<file path="src/rtl/adc_pkg.sv">
// constants for the asynchronous dma context control block
package adc_pkg;
	// ************************************************************
	// register offsets (byte addresses)
	// ************************************************************
	localparam logic [11:0] ADC_REQ_TX_SET   = 12'h0180;
	localparam logic [11:0] ADC_REQ_TX_CLR   = 12'h0184;
	localparam logic [11:0] ADC_REQ_TX_PTR   = 12'h018c;
	localparam logic [11:0] ADC_RESP_TX_SET  = 12'h01a0;
	localparam logic [11:0] ADC_RESP_TX_CLR  = 12'h01a4;
	localparam logic [11:0] ADC_RESP_TX_PTR  = 12'h01ac;
	localparam logic [11:0] ADC_REQ_RX_SET   = 12'h01c0;
	localparam logic [11:0] ADC_REQ_RX_CLR   = 12'h01c4;
	localparam logic [11:0] ADC_REQ_RX_PTR   = 12'h01cc;
	localparam logic [11:0] ADC_RESP_RX_SET  = 12'h01e0;
	localparam logic [11:0] ADC_RESP_RX_CLR  = 12'h01e4;
	localparam logic [11:0] ADC_RESP_RX_PTR  = 12'h01ec;
	// interrupt registers
	localparam logic [11:0] ADC_INT_STATUS   = 12'h0170;
	localparam logic [11:0] ADC_INT_MASK     = 12'h0174;
	// ************************************************************
	// control register fields
	// ************************************************************
	localparam int ADC_RUN_BIT    = 15;
	localparam int ADC_WAKE_BIT   = 12;
	localparam int ADC_DEAD_BIT   = 11;
	localparam int ADC_ACTIVE_BIT = 10;
	localparam int ADC_SPD_LSB    = 5;
	localparam int ADC_EVT_LSB    = 0;
	// pointer fields
	localparam int ADC_PTR_ADDR_LSB = 4;
	// speed codes
	localparam logic [2:0] ADC_SPD_100 = 3'h0;
	localparam logic [2:0] ADC_SPD_200 = 3'h1;
	localparam logic [2:0] ADC_SPD_400 = 3'h2;
	// reset values
	localparam logic [31:0] ADC_PTR_RESET = 32'h0000_0000;
	localparam logic [31:0] ADC_ZERO      = 32'h0000_0000;
	// number of contexts
	localparam int ADC_NUM_CTX = 4;
endpackage

</file>
<file path="src/rtl/adc_context_control.sv">
// asynchronous dma context control, status and command pointers
// Operation
// - run changes by hardware only on reset
// - wake resumes; cleared on a descriptor fetch unless a wake set write comes in the same cycle
// - dead set on fatal error while running, cleared when run clears
// - active high while descriptors are processed
// - speed codes 000/001/010 for 100/200/400
// - speed meaningful only for receive contexts
// - event field holds ack or error code
// - reserved control bits read as zero
// - run start fetches from command pointer
// - pointer bits 31:4 hold aligned block address
// - pointer bits 3:0 count; zero means invalid
//
// The plain strobed port was left to the implementer.
`timescale 1ns/1ps
module adc_context_control
	import adc_pkg::*;
(
	// clock and reset
	input  wire logic        clk_sys,
	input  wire logic        sys_rst,
	input  wire logic        soft_rst,
	// register port
	input  wire logic [11:0] reg_addr,
	input  wire logic [31:0] reg_wdata,
	input  wire logic        reg_wr,
	input  wire logic        reg_rd,
	output logic      [31:0] reg_rdata,
	// descriptor engine side, one bit per context except the shared pkt_speed and pkt_event
	output logic      [3:0]  ctx_start,
	output logic      [3:0]  ctx_run,
	output logic      [3:0]  ctx_wake,
	input  wire logic [3:0]  desc_fetch,
	input  wire logic [3:0]  ctx_busy,
	input  wire logic [3:0]  fatal_err,
	input  wire logic [3:0]  pkt_done,
	input  wire logic [2:0]  pkt_speed,
	input  wire logic [4:0]  pkt_event,
	// pointer of each context
	output logic      [31:0] cmd_ptr_tx_req,
	output logic      [31:0] cmd_ptr_tx_resp,
	output logic      [31:0] cmd_ptr_rx_req,
	output logic      [31:0] cmd_ptr_rx_resp,
	output logic      [3:0]  ptr_valid,
	// interrupt
	output logic             irq
);
	import adc_pkg::*;

	// ************************************************************
	// address decode
	// ************************************************************

	// base of each context window
	function automatic logic [11:0] ctx_base(input int c);
		unique case (c)
			0:       ctx_base = ADC_REQ_TX_SET;
			1:       ctx_base = ADC_RESP_TX_SET;
			2:       ctx_base = ADC_REQ_RX_SET;
			default: ctx_base = ADC_RESP_RX_SET;
		endcase
	endfunction

	// offset within window for set, clear and pointer
	localparam logic [11:0] OFS_CLR = ADC_REQ_TX_CLR - ADC_REQ_TX_SET;
	localparam logic [11:0] OFS_PTR = ADC_REQ_TX_PTR - ADC_REQ_TX_SET;

	logic [3:0]  run;          // run bits
	logic [3:0]  wake;         // wake bits
	logic [3:0]  dead;         // dead bits
	logic [3:0]  active;       // active bits
	logic [2:0]  spd    [4];   // speed of last packet
	logic [4:0]  evt    [4];   // event code
	logic [31:0] ptr    [4];   // command pointers
	logic [3:0]  hit_set;      // write to set address
	logic [3:0]  hit_clr;      // write to clear address
	logic [3:0]  hit_ptr;      // write to pointer
	logic [3:0]  int_status;   // sticky fatal events
	logic [3:0]  int_mask;     // interrupt mask
	logic [3:0]  run_q;        // run one cycle ago

	// ************************************************************
	// per-context control
	// ************************************************************
	genvar g;
	generate
		for (g = 0; g < ADC_NUM_CTX; g++)
		begin : gen_ctx
			// strobes for this context
			assign hit_set[g] = reg_wr && (reg_addr == ctx_base(g));
			assign hit_clr[g] = reg_wr && (reg_addr == ctx_base(g) + OFS_CLR);
			assign hit_ptr[g] = reg_wr && (reg_addr == ctx_base(g) + OFS_PTR);

			// run: only software or reset changes it
			always_ff @(posedge clk_sys or posedge sys_rst)
			begin
				if (sys_rst)
					run[g] <= 1'b0;
				else if (soft_rst)
					run[g] <= 1'b0;
				else if (hit_set[g] && reg_wdata[ADC_RUN_BIT])
					run[g] <= 1'b1;
				else if (hit_clr[g] && reg_wdata[ADC_RUN_BIT])
					run[g] <= 1'b0;
			end

			// wake: software sets, fetch clears; set wins
			always_ff @(posedge clk_sys or posedge sys_rst)
			begin
				if (sys_rst)
					wake[g] <= 1'b0;
				else if (soft_rst)
					wake[g] <= 1'b0;
				else if (hit_set[g] && reg_wdata[ADC_WAKE_BIT])
					wake[g] <= 1'b1;
				else if (desc_fetch[g])
					wake[g] <= 1'b0;
			end

			// dead: fatal error while running sets, run low clears
			always_ff @(posedge clk_sys or posedge sys_rst)
			begin
				if (sys_rst)
					dead[g] <= 1'b0;
				else if (fatal_err[g] && run[g])
					dead[g] <= 1'b1;
				else if (!run[g])
					dead[g] <= 1'b0;
			end

			// active follows engine; status never software written
			always_ff @(posedge clk_sys or posedge sys_rst)
			begin
				if (sys_rst)
					active[g] <= 1'b0;
				else
					active[g] <= ctx_busy[g] && run[g] && !dead[g];
			end

			// speed and event latched at packet completion
			always_ff @(posedge clk_sys or posedge sys_rst)
			begin
				if (sys_rst)
				begin
					spd[g] <= ADC_SPD_100;
					evt[g] <= 5'h00;
				end
				else if (pkt_done[g])
				begin
					// transmit contexts keep speed zero
					spd[g] <= (g >= 2) ? pkt_speed : ADC_SPD_100;
					evt[g] <= pkt_event;
				end
			end

			// command pointer, software owned
			always_ff @(posedge clk_sys or posedge sys_rst)
			begin
				if (sys_rst)
					ptr[g] <= ADC_PTR_RESET;
				else if (hit_ptr[g])
					ptr[g] <= reg_wdata;
			end

			// engine outputs
			assign ctx_run[g]   = run[g];
			assign ctx_wake[g]  = wake[g];
			assign ctx_start[g] = run[g] && !run_q[g];
			assign ptr_valid[g] = (ptr[g][ADC_PTR_ADDR_LSB-1:0] != 4'h0);
		end
	endgenerate

	// rising edge of run starts a fetch
	always_ff @(posedge clk_sys or posedge sys_rst)
	begin
		if (sys_rst)
			run_q <= 4'h0;
		else
			run_q <= run;
	end

	// pointers to the descriptor engine
	assign cmd_ptr_tx_req  = ptr[0];
	assign cmd_ptr_tx_resp = ptr[1];
	assign cmd_ptr_rx_req  = ptr[2];
	assign cmd_ptr_rx_resp = ptr[3];

	// ************************************************************
	// interrupts
	// ************************************************************

	// sticky fatal events, write one to clear, set wins
	always_ff @(posedge clk_sys or posedge sys_rst)
	begin
		if (sys_rst)
			int_status <= 4'h0;
		else if (reg_wr && reg_addr == ADC_INT_STATUS)
			int_status <= (int_status & ~reg_wdata[3:0]) | (fatal_err & run);
		else
			int_status <= int_status | (fatal_err & run);
	end

	// mask register
	always_ff @(posedge clk_sys or posedge sys_rst)
	begin
		if (sys_rst)
			int_mask <= 4'h0;
		else if (reg_wr && reg_addr == ADC_INT_MASK)
			int_mask <= reg_wdata[3:0];
	end

	assign irq = |(int_status & int_mask);

	// ************************************************************
	// read path
	// ************************************************************

	// control word with reserved bits at zero
	function automatic logic [31:0] ctl_word(input int c);
		logic [31:0] w;
		w = ADC_ZERO;
		w[ADC_RUN_BIT]    = run[c];
		w[ADC_WAKE_BIT]   = wake[c];
		w[ADC_DEAD_BIT]   = dead[c];
		w[ADC_ACTIVE_BIT] = active[c];
		w[ADC_SPD_LSB+:3] = spd[c];
		w[ADC_EVT_LSB+:5] = evt[c];
		ctl_word = w;
	endfunction

	logic [31:0] next_rdata;   // decoded read value

	// combinational decode, unmapped reads zero
	always_comb
	begin
		next_rdata = ADC_ZERO;
		for (int c = 0; c < ADC_NUM_CTX; c++)
		begin
			if (reg_addr == ctx_base(c) || reg_addr == ctx_base(c) + OFS_CLR)
				next_rdata = ctl_word(c);
			else if (reg_addr == ctx_base(c) + OFS_PTR)
				next_rdata = ptr[c];
		end
		if (reg_addr == ADC_INT_STATUS)
			next_rdata = {28'h000_0000, int_status};
		else if (reg_addr == ADC_INT_MASK)
			next_rdata = {28'h000_0000, int_mask};
	end

	// read data stands only in the cycle after the strobe
	always_ff @(posedge clk_sys or posedge sys_rst)
	begin
		if (sys_rst)
			reg_rdata <= ADC_ZERO;
		else if (reg_rd)
			reg_rdata <= next_rdata;
		else
			reg_rdata <= ADC_ZERO;
	end

	// ************************************************************
	// assertions
	// ************************************************************
	a_run_hold: assert property (@(posedge clk_sys) disable iff (sys_rst)
		(!reg_wr && !soft_rst) |=> $stable(run))
		else $error("run changed without write or reset");

	a_wake_clear: assert property (@(posedge clk_sys) disable iff (sys_rst)
		(desc_fetch[0] && !hit_set[0]) |=> !wake[0])
		else $error("wake not cleared on fetch");

	a_dead_set: assert property (@(posedge clk_sys) disable iff (sys_rst)
		(fatal_err[1] && run[1]) |=> dead[1])
		else $error("dead not set on fatal error");

	a_dead_clear: assert property (@(posedge clk_sys) disable iff (sys_rst)
		(!run[2]) |=> !dead[2])
		else $error("dead stays while run clear");

	a_active_busy: assert property (@(posedge clk_sys) disable iff (sys_rst)
		(ctx_busy[3] && run[3] && !dead[3]) |=> active[3])
		else $error("active low while processing");

	a_tx_speed: assert property (@(posedge clk_sys) disable iff (sys_rst)
		spd[0] == ADC_SPD_100 && spd[1] == ADC_SPD_100)
		else $error("transmit speed field not zero");

	a_rx_event: assert property (@(posedge clk_sys) disable iff (sys_rst)
		pkt_done[2] |=> (evt[2] == $past(pkt_event) && spd[2] == $past(pkt_speed)))
		else $error("receive event or speed not captured");

	a_reserved_zero: assert property (@(posedge clk_sys) disable iff (sys_rst)
		$past(reg_rd) && $past(reg_addr) == ADC_REQ_TX_SET |->
		(reg_rdata[31:16] == 16'h0000 && reg_rdata[14:13] == 2'h0 && reg_rdata[9:8] == 2'h0))
		else $error("reserved bits not zero");

	a_start_pulse: assert property (@(posedge clk_sys) disable iff (sys_rst)
		(hit_set[0] && reg_wdata[ADC_RUN_BIT] && !run[0] && !soft_rst) |=>
		ctx_start[0] ##1 !ctx_start[0])
		else $error("start pulse missing");

	a_status_ro: assert property (@(posedge clk_sys) disable iff (sys_rst)
		(hit_set[1] && !pkt_done[1]) |=> $stable(evt[1]))
		else $error("software altered event field");

	// ************************************************************
	// per-context checks, one copy for each context
	// ************************************************************
	generate
		for (g = 0; g < ADC_NUM_CTX; g++)
		begin : gen_chk
			// run never rises without a set write
			a_run_still: assert property (@(posedge clk_sys) disable iff (sys_rst)
				(!hit_set[g] && !run[g]) |=> !run[g])
				else $error("run rose without a set write");

			// run never falls without a clear write or soft reset
			a_run_keep: assert property (@(posedge clk_sys) disable iff (sys_rst)
				(run[g] && !soft_rst && !hit_clr[g]) |=> run[g])
				else $error("run fell without a clear write");

			// software wake request beats a fetch in the same cycle
			a_wake_set: assert property (@(posedge clk_sys) disable iff (sys_rst)
				(hit_set[g] && reg_wdata[ADC_WAKE_BIT] && !soft_rst) |=> wake[g])
				else $error("wake not set by software");

			// fetch drops wake when no set write competes
			a_wake_fetch: assert property (@(posedge clk_sys) disable iff (sys_rst)
				(desc_fetch[g] && !hit_set[g]) |=> !wake[g])
				else $error("wake kept after fetch");

			// dead only leaves once run is low
			a_dead_hold: assert property (@(posedge clk_sys) disable iff (sys_rst)
				(dead[g] && run[g]) |=> dead[g])
				else $error("dead fell while running");

			// fatal event stays pending until written off
			a_int_sticky: assert property (@(posedge clk_sys) disable iff (sys_rst)
				(int_status[g] && !(reg_wr && reg_addr == ADC_INT_STATUS)) |=> int_status[g])
				else $error("pending fatal event lost");

			// active drops when the engine idles, halts or dies
			a_active_idle: assert property (@(posedge clk_sys) disable iff (sys_rst)
				(!ctx_busy[g] || !run[g] || dead[g]) |=> !active[g])
				else $error("active high while idle");

			// completion event only moves on packet completion
			a_evt_hold: assert property (@(posedge clk_sys) disable iff (sys_rst)
				!pkt_done[g] |=> $stable(evt[g]))
				else $error("event field moved without a packet");

			// control word keeps reserved bits at zero
			a_ctl_reserved: assert property (@(posedge clk_sys) disable iff (sys_rst)
				($past(reg_rd) && $past(reg_addr) == ctx_base(g) + OFS_CLR) |->
				(reg_rdata[31:16] == 16'h0000 && reg_rdata[14:13] == 2'h0 && reg_rdata[9:8] == 2'h0))
				else $error("reserved control bits not zero");

			// start is a single-cycle pulse
			a_start_once: assert property (@(posedge clk_sys) disable iff (sys_rst)
				ctx_start[g] |=> !ctx_start[g])
				else $error("start pulse longer than one cycle");

			// pointer takes the written word whole
			a_ptr_write: assert property (@(posedge clk_sys) disable iff (sys_rst)
				hit_ptr[g] |=> (ptr[g] == $past(reg_wdata)))
				else $error("pointer write lost");

			// software cannot raise dead
			a_dead_quiet: assert property (@(posedge clk_sys) disable iff (sys_rst)
				(!fatal_err[g] && !dead[g]) |=> !dead[g])
				else $error("dead rose without a fatal error");
		end
	endgenerate
endmodule

</file>
<file path="config.mk">
export PLATFORM = sky130hd
export DESIGN_NAME = adc_context_control
export DESIGN_NICKNAME = d
export VERILOG_FILES = /design/src/rtl/adc_pkg.sv /design/src/rtl/adc_context_control.sv
export SDC_FILE = /design/constraint.sdc
export NUM_CORES = 1
export LEC_CHECK = 0
export BUFFER_PORTS_ARGS = -buffer_cell sky130_fd_sc_hd__buf_2
export CAP_MARGIN = 10
export CORE_ASPECT_RATIO = 0.5
export CORE_MARGIN = 3
export CORE_UTILIZATION = 57
export CTS_CLUSTER_SIZE = 8
export DETAILED_ROUTE_END_ITERATION = 6
export GPL_TIMING_DRIVEN = 0
export PLACE_DENSITY = 0.88
export SYNTH_ARGS = -nofsm -noshare
export SYNTH_HDL_FRONTEND = slang
export SYNTH_SLANG_ARGS = --single-unit
export TNS_END_PERCENT = 30
</file>
<file path="constraint.sdc">
create_clock -name clk_sys -period 16.99 [get_ports clk_sys]
set_clock_uncertainty 0.15 [all_clocks]
set_input_delay 3.398 -clock clk_sys [delete_from_list [all_inputs] [get_ports clk_sys]]
set_output_delay 3.398 -clock clk_sys [all_outputs]
set_load 0.02 [all_outputs]
</file>
* After elaboration in Yosys (flattened, before gate mapping)
Cells that the tools add are included.
** Word-level totals
- Output and inout bits :: 177
- Register bits after elaboration :: 214
** Cells by class
- Multiplexer cells :: 48
- Reduce and logical (&&, ||, !) cells :: 67
- Equality and inequality tests :: 22
- Add/sub/neg operators :: 4
- Bitwise gates (word level) :: 6
** Operators by type and width (count)
- two-way mux 32 bit :: 11
- == test 12 x 9 -> 1 bit (second input constant) :: 14
- adder 12 x 4 -> 12 bit (second input constant) :: 4
- == test 12 bit :: 4
- two-way mux 12 bit :: 4
- logical AND 1 bit :: 42
- two-way mux 1 bit :: 32
- nonzero test 3 bit :: 8
- nonzero test 4 bit :: 4
- AND 4 bit :: 3
- zero test 1 bit :: 8
- inequality test 2 x 1 -> 1 bit (second input constant) :: 4
- OR 4 bit :: 2
- logical OR 1 bit :: 4
- two-way mux 4 bit :: 1
- inverter 4 bit :: 1
- OR reduction 4 bit :: 1

* Depth between registers and ports, before layout
Gate-level depths: netlist of the first run.
- Depth in word-level cells :: 16
- Mapped depth :: 8

* Worst setup path before layout of the first run
No wires, ideal clock.
- Path type :: input to register
- Start :: in reg_addr[9]
- End :: reg reg_rdata[10]
- Library setup time :: 0.139 ns
- Path buffers :: 3
- Data required time :: 16.701 ns
- Arrival time :: 4.957 ns
- Path slack :: 11.744 ns
- Stages on the path :: 7
- Path through :: or4b_1 > buf_2 > or3_1 > buf_2 > clkbuf_1 > o21ai_0 > a31oi_1
** Between the ends
- Longest elaborated chain between the ends :: 12
** Ends and longest elaborated chain
- from (decl) :: RTL line adc_context_control.sv:25 : input wire logic [11:0] reg_addr,
- == test 12 bit or == test 12 x 9 -> 1 bit (tied branches) :: RTL line adc_context_control.sv:242, adc_context_control.sv:240
- two-way mux 32 bit or logical OR 1 bit (tied branches) :: RTL line adc_context_control.sv:242, adc_context_control.sv:240
- two-way mux 32 bit :: RTL line adc_context_control.sv:240 : if (reg_addr == ctx_base(c) || reg_addr == ctx_base(c) + OFS_CLR)
- two-way mux 32 bit :: RTL line adc_context_control.sv:242 : else if (reg_addr == ctx_base(c) + OFS_PTR)
- two-way mux 32 bit :: RTL line adc_context_control.sv:240
- two-way mux 32 bit :: RTL line adc_context_control.sv:242
- two-way mux 32 bit :: RTL line adc_context_control.sv:240
- two-way mux 32 bit :: RTL line adc_context_control.sv:242
- two-way mux 32 bit :: RTL line adc_context_control.sv:240
- two-way mux 32 bit :: RTL line adc_context_control.sv:247 : else if (reg_addr == ADC_INT_MASK)
- two-way mux 32 bit (*) :: RTL line adc_context_control.sv:245 : if (reg_addr == ADC_INT_STATUS)
- two-way mux 32 bit (*) :: RTL line adc_context_control.sv:256 : else if (reg_rd)
- to (signal assigned) :: RTL line adc_context_control.sv:257 : reg_rdata <= next_rdata;
- to (decl) :: RTL line adc_context_control.sv:29 : output logic [31:0] reg_rdata,
Mark *: on every way between the ends. The rest lies on a longest branch, timed or not.
A chain may end at the register's enable or synchronous reset.

* Final worst setup path of the first run
- Start :: in reg_addr[6]
- End :: reg reg_rdata[3]
Same word-level chain as after synthesis.

==> run_results.csv, run 1 <==
group,metric,value,unit
timing,setup_viol,0,
timing,slew_violations,0,
cells_and_area,layout_common_cells,"buf_2 (260), dfrtp_1 (214), mux2_2 (158), a22oi_1 (59), a21oi_1 (55)",
routing,met1Wirelength,11500,um
synth,synth-seq-area-share,0.580,
synth,synth_top_area_share,0.580,
synth,async_flop_share,1.00,
timing,worst_pin_slew,894,ps
routing,wl,28600,um
synth,syn_inst,726,
cts,cts_buffer_depth,3,
setup_path,endpoint_kind,"register",
timing,fmax,0.174,GHz
global_route,antenna_found_initial,3,
die,die_w,186,um
pwr,power.switching,247,uW
timing,finalSetupTns,0,ps
setup_path,arrival,6020,ps
setup_path,worst_ep_required_time,17250,ps
synth,yosysTopAreaCell,"dfrtp_1",
timing,finalCritPeriodShare,0.339,
job,max_cap_viol_count,0,
pwr,swShare,0.225,
synth,synth_flop_cell,"dfrtp_1",
setup_path,r2r-start,"cmd_ptr_tx_resp[10]",
pwr,power.density,95.0,mW/mm^2
routing,vias_per_cell,6.28,
routing,drc,0,
worst_hold_path,hp-start,"evt[4]",
timing,maxSlewHeadroom,0.399,
setup_path,critPathMaxFanout,10,
timing,setup_ws,11230,ps
cells_and_area,layout-drive-gt1-share,0.459,
die,num_rows,32,
synth,ys_top_cells_by_area,"dfrtp_1 (58%), mux2_2 (19%), a22oi_1 (4.8%)",
cts,clk_pin_slew,50,ps
cts,insertion_delay,560,ps
routing,met2WireLength,13600,um
cts,hold_buffers,0,
routing,top_layer,"met5",
cts,htree_levels,1,
routing,wl_met3,2450,um
setup_path,cp-startpoint,"reg_addr[6]",
global_route,grt_first_pass_wirelength,43200,um
die,coreArea,0.0156,sq mm
cts,numClockSinks,214,
cells_and_area,fin_nets,1076,
cts,cts_tree,"yes",
pwr,clockPowerShare,0.474,
routing,drtPass1Iterations,5,
setup_path,r2r_cells,4,
worst_hold_path,hp-class,"register to register",
pwr,pwr-share-comb,0.049,
die,ios,250,
pwr,p_int,851,uW
synth,syn_area_per_cell,12.7,sq um
global_route,track_usage,0.316,
place,finalWeightedCongestion,0.974,
pwr,p_leak,0.00600,uW
cts,post_cts_resized,0,
synth,yosysWarnings,0,
pwr,peakVddDrop,0.0813,mV
routing,drtIter0Drc,786,
die,initial_core_util,0.592,
global_route,grt_pass1_vias,7824,
timing,hold_violations,0,
global_route,gr-total-overflow,0,
cts,clockRootBuffer,"clkbuf_16",
synth,synth-seq-cells,214,
synth,synthesis.nets,799,
place,hpwl,20100,um
setup_path,worstSetupPathType,"primary input to register",
timing,grt_setup_unrepaired,"no",
worst_hold_path,hold_depth,1,
outcome,outcome,"complete, no violations",
cells_and_area,mostFrequentLayoutCell,"buf_2",
routing,wl_per_cell,23.7,um
synth,synth_edf_count,0,
global_route,grt_start_max_net_pins,142,
routing,antenna_left,0,
timing,fin_crit,5760,ps
setup_path,startpoint_type,"primary input",
die,dieArea,0.0179,sq mm
place,dp_worst_setup_slack,10890,ps
cells_and_area,areaGrowthSynthToFinish,25.0,%
synth,synth_area,0.00924,sq mm
synth,yosys.cell_types.count,48,
place,io_buffer_count,244,
cts,cts_inserted_buffers,30,
cts,cts_setup_buffers,0,
die,die_h,96.0,um
pwr,seq_power_share,0.477,
routing,num_vias,7592,
-- final timing paths --
path | slack (ps) | end
max reg2reg | 15430 | reg_rdata[10]
min in group asynchronous | 2750 | reg_rdata[29]
max | 11230 | reg_rdata[3]
min | 360 | evt[4]
max in group asynchronous | 12900 | run_q[3]
min reg2reg | 360 | evt[4]
-- cells by family after synthesis --
group,synth area share
flops,0.580
simple gates,0.0743
buf+inv,0.0209
compound gates,0.129
mux,0.196
-- stage by stage --
step | util | hold slack (ps) | instances | cell area, sq um | power (uW)
2_1_floorplan | - | 316 | 726 | 9240 | 558
3_3_place_gp | 0.686 | 334 | 1174 | 10700 | 582
3_5_place_dp | 0.688 | 342 | 1175 | 10800 | 585
4_1_cts | 0.739 | 355 | 1207 | 11500 | 1100
5_1_grt | 0.740 | 381 | 1209 | 11500 | 1130
6_report | 0.740 | 360 | 1209 | 11500 | 1100
-- critical path, cell delays in order --
cell,delay [ps]
buf_2,130
clkbuf_1,370
nand4b_1,490
nor2_1,520
clkbuf_1,620
a21oi_1,160
a311oi_1,320
-- routing by layer --
layer / vias to the layer above / GRT usage
li1: 3263 / -
met1: 3814 / 0.420
met2: 420 / 0.518
met3: 93 / 0.0804
met4: 2 / 0.104
met5: - / 0
-- cells in the mapped netlist (3+ instances only) --
cell type  instances
nor3_2             3
and3b_1            4
or4_1              6
nand4bb_1          3
a31oi_1            7
and2_1             3
or3_1              5
mux2_2           158
a21oi_1           55
o22ai_1            8
a22o_1             4
inv_1              3
o21ai_0           23
dfrtp_1          214
mux2i_1            3
a2bb2oi_1         10
nand3_1            5
nand2_1           35
o21a_1             4
nor2b_1            8
nor2_1            29
buf_2             16
clkbuf_1          25
a311oi_1           3
a22oi_1           59
-- power by group through the flow --
stage | sequential, uW | clock [uW] | combinational [uW]
after floorplan | 532 | 0 | 26.6
after global placement | 532 | 0 | 49.9
after detailed placement | 532 | 0 | 52.9
after CTS | 524 | 523 | 53.2
after global routing | 524 | 548 | 58.5
final | 524 | 520 | 53.4
-- final cells by class --
type	instances	area, sq um
diodes	2	5.00
plain buffers	43	181
clock buffers	31	764
clock inverters	1	30.0
fillers	1075	4070
inverters	3	18.8
multi-input cells	466	3690
flip-flops and latches	214	5360
well taps	204	255
repair buffers	245	1250
-- registers in the layout, summed over array words and instances (netlist names) --
name and count:
dead 4, evt 20, reg_rdata 32, active 4, cmd_ptr_rx_req 32, ctx_run 4
run_q 4, cmd_ptr_tx_req 32, cmd_ptr_tx_resp 32, cmd_ptr_rx_resp 32, int_status 4, spd 6
ctx_wake 4, int_mask 4
Note: power is estimated with default switching activity, not from simulation.
==> inputs of run 2 (changes only) <==
- CORE_UTILIZATION: 57 -> 48
- PLACE_DENSITY: 0.88 -> 0.79
- clock period: 16.99 -> 4.7 ns (I/O delays scaled with it)
==> run 2 against run 1 <==
Final area grew 1.1%. Hold slack got worse by 170 ps. Non-clock buffer count rose by 4. Combinational power rose to 3.8 times the previous value. Cell count increased by 4.9%. Die area rose by 18%. Clock-buffer cell count did not move. Core utilization decreased by 11 points. Power rose to 3.6 times the previous value. Wire length rose by 3.8%. Sequential share of layout area is 0.49 points lower.
==> run_results.csv, run 2 (synthesis gave the netlist of run 1 again) <==
group,metric,value,unit
cts,numClockSinks,214,
timing,grt_setup_unrepaired,"no",
setup_path,arrival,3640,ps
cells_and_area,areaGrowthSynthToFinish,26.4,%
routing,wl,29700,um
timing,whs,194,ps
pwr,p_total,3970,uW
setup_path,worstSetupPathType,"primary input to register",
timing,fin_crit,3380,ps
pwr,power.density,340,mW/mm^2
job,max_cap_viol_count,0,
die,dieArea,0.0210,sq mm
global_route,antenna_found_initial,2,
timing,fmax,0.296,GHz
setup_path,startpoint_type,"primary input",
die,initial_core_util,0.495,
global_route,gr-total-overflow,0,
timing,finalCritPeriodShare,0.719,
cts,htree_levels,1,
global_route,grt_first_pass_wirelength,46200,um
cts,clk_pin_slew,60,ps
setup_path,r2r-start,"cmd_ptr_tx_resp[10]",
routing,drtPass1Iterations,5,
timing,slew_violations,0,
timing,worst_pin_slew,982,ps
routing,drtIter0Drc,621,
setup_path,cp-startpoint,"reg_addr[6]",
setup_path,critPathMaxFanout,10,
timing,finalSetupTns,0,ps
cts,cts_setup_buffers,0,
place,finalWeightedCongestion,0.948,
cts,clockRootBuffer,"clkbuf_16",
die,die_w,202,um
timing,maxSlewHeadroom,0.345,
timing,hold_violations,0,
die,ios,250,
die,die_h,104,um
worst_hold_path,hp-class,"primary input to asynchronous set/reset pin",
pwr,p_leak,0.00603,uW
routing,wl_per_cell,23.4,um
routing,vias_per_cell,6.03,
setup_path,worst_ep_required_time,4960,ps
cells_and_area,mostFrequentLayoutCell,"buf_2",
die,num_rows,35,
place,io_buffer_count,244,
global_route,grt_start_max_net_pins,45,
cts,hold_buffers,0,
pwr,peakVddDrop,0.242,mV
cells_and_area,layout_common_cells,"buf_2 (260), dfrtp_1 (214), mux2_2 (158), a22oi_1 (59), a21oi_1 (55)",
setup_path,endpoint_kind,"register",
cts,cts_tree,"yes",
timing,setup_viol,0,
cts,insertion_delay,550,ps
routing,drc,0,
cts,cts_buffer_depth,3,
routing,antenna_left,0,
die,coreArea,0.0187,sq mm
cts,cts_inserted_buffers,30,
global_route,grt_pass1_vias,7965,
outcome,outcome,"complete, no violations",
cells_and_area,fin_nets,1080,
routing,num_vias,7641,
cts,post_cts_resized,0,
place,hpwl,21200,um
global_route,track_usage,0.278,
cells_and_area,layout-drive-gt1-share,0.461,
==> run 2: per-layer routing <==
| metal | wire length (um) | vias to the layer above | GRT usage |
|---|---|---|---|
| met5 | 0 | - | 0 |
| met4 | 874 | 0 | 0.0864 |
| met3 | 2380 | 77 | 0.0500 |
| met1 | 11900 | 3862 | 0.372 |
| li1 | - | 3266 | - |
| met2 | 14500 | 436 | 0.467 |
==> run 2: cell type report <==
class	count	area, sq um
Antenna cell	2	5.00
Buffer	43	181
Clock buffer	31	764
Clock inverter	1	16.3
Fill cell	1501	6980
Inverter	3	15.0
Multi-Input combinational cell	466	3690
Sequential cell	214	5360
Tap cell	259	324
Timing Repair Buffer	249	1320
==> run 2: power by group <==
group / total (uW) / switching [uW] / internal (uW) / leakage (uW)
logic: 202 / 127 / 75.2 / 0.00271
registers: 1900 / 21.1 / 1870 / 0.00293
clock network: 1870 / 746 / 1130 / 0.000384
==> run 2: final timing paths <==
check                      cells past startpoint             endpoint  slack (ps)
max                                            7         reg_rdata[3]        1320
min                                            2         reg_rdata[0]         190
max reg2reg                                    4        reg_rdata[10]        3130
min reg2reg                                    1              evt[19]         360
max in group asynchronous                      5  cmd_ptr_tx_resp[19]        3120
min in group clk_sys                           1              evt[19]         360
==> run 2: stage by stage <==
| step | cell area [sq um] | setup WS (ps) | cells | util |
|---|---|---|---|---|
| 2_1_floorplan | 9240 | 826 | 726 | - |
| 3_3_place_gp | 10800 | -272 | 1229 | 0.578 |
| 3_5_place_dp | 10900 | 956 | 1234 | 0.584 |
| 4_1_cts | 11700 | 1520 | 1266 | 0.625 |
| 5_1_grt | 11700 | 1300 | 1268 | 0.626 |
| 6_report | 11700 | 1320 | 1268 | 0.626 |
==> run 2: worst max-delay path: stages <==
cell and delay, ps:
buf_2 170, clkbuf_1 360, nand4b_1 470, nor2_1 500
clkbuf_1 620, a21oi_1 180, a311oi_1 380
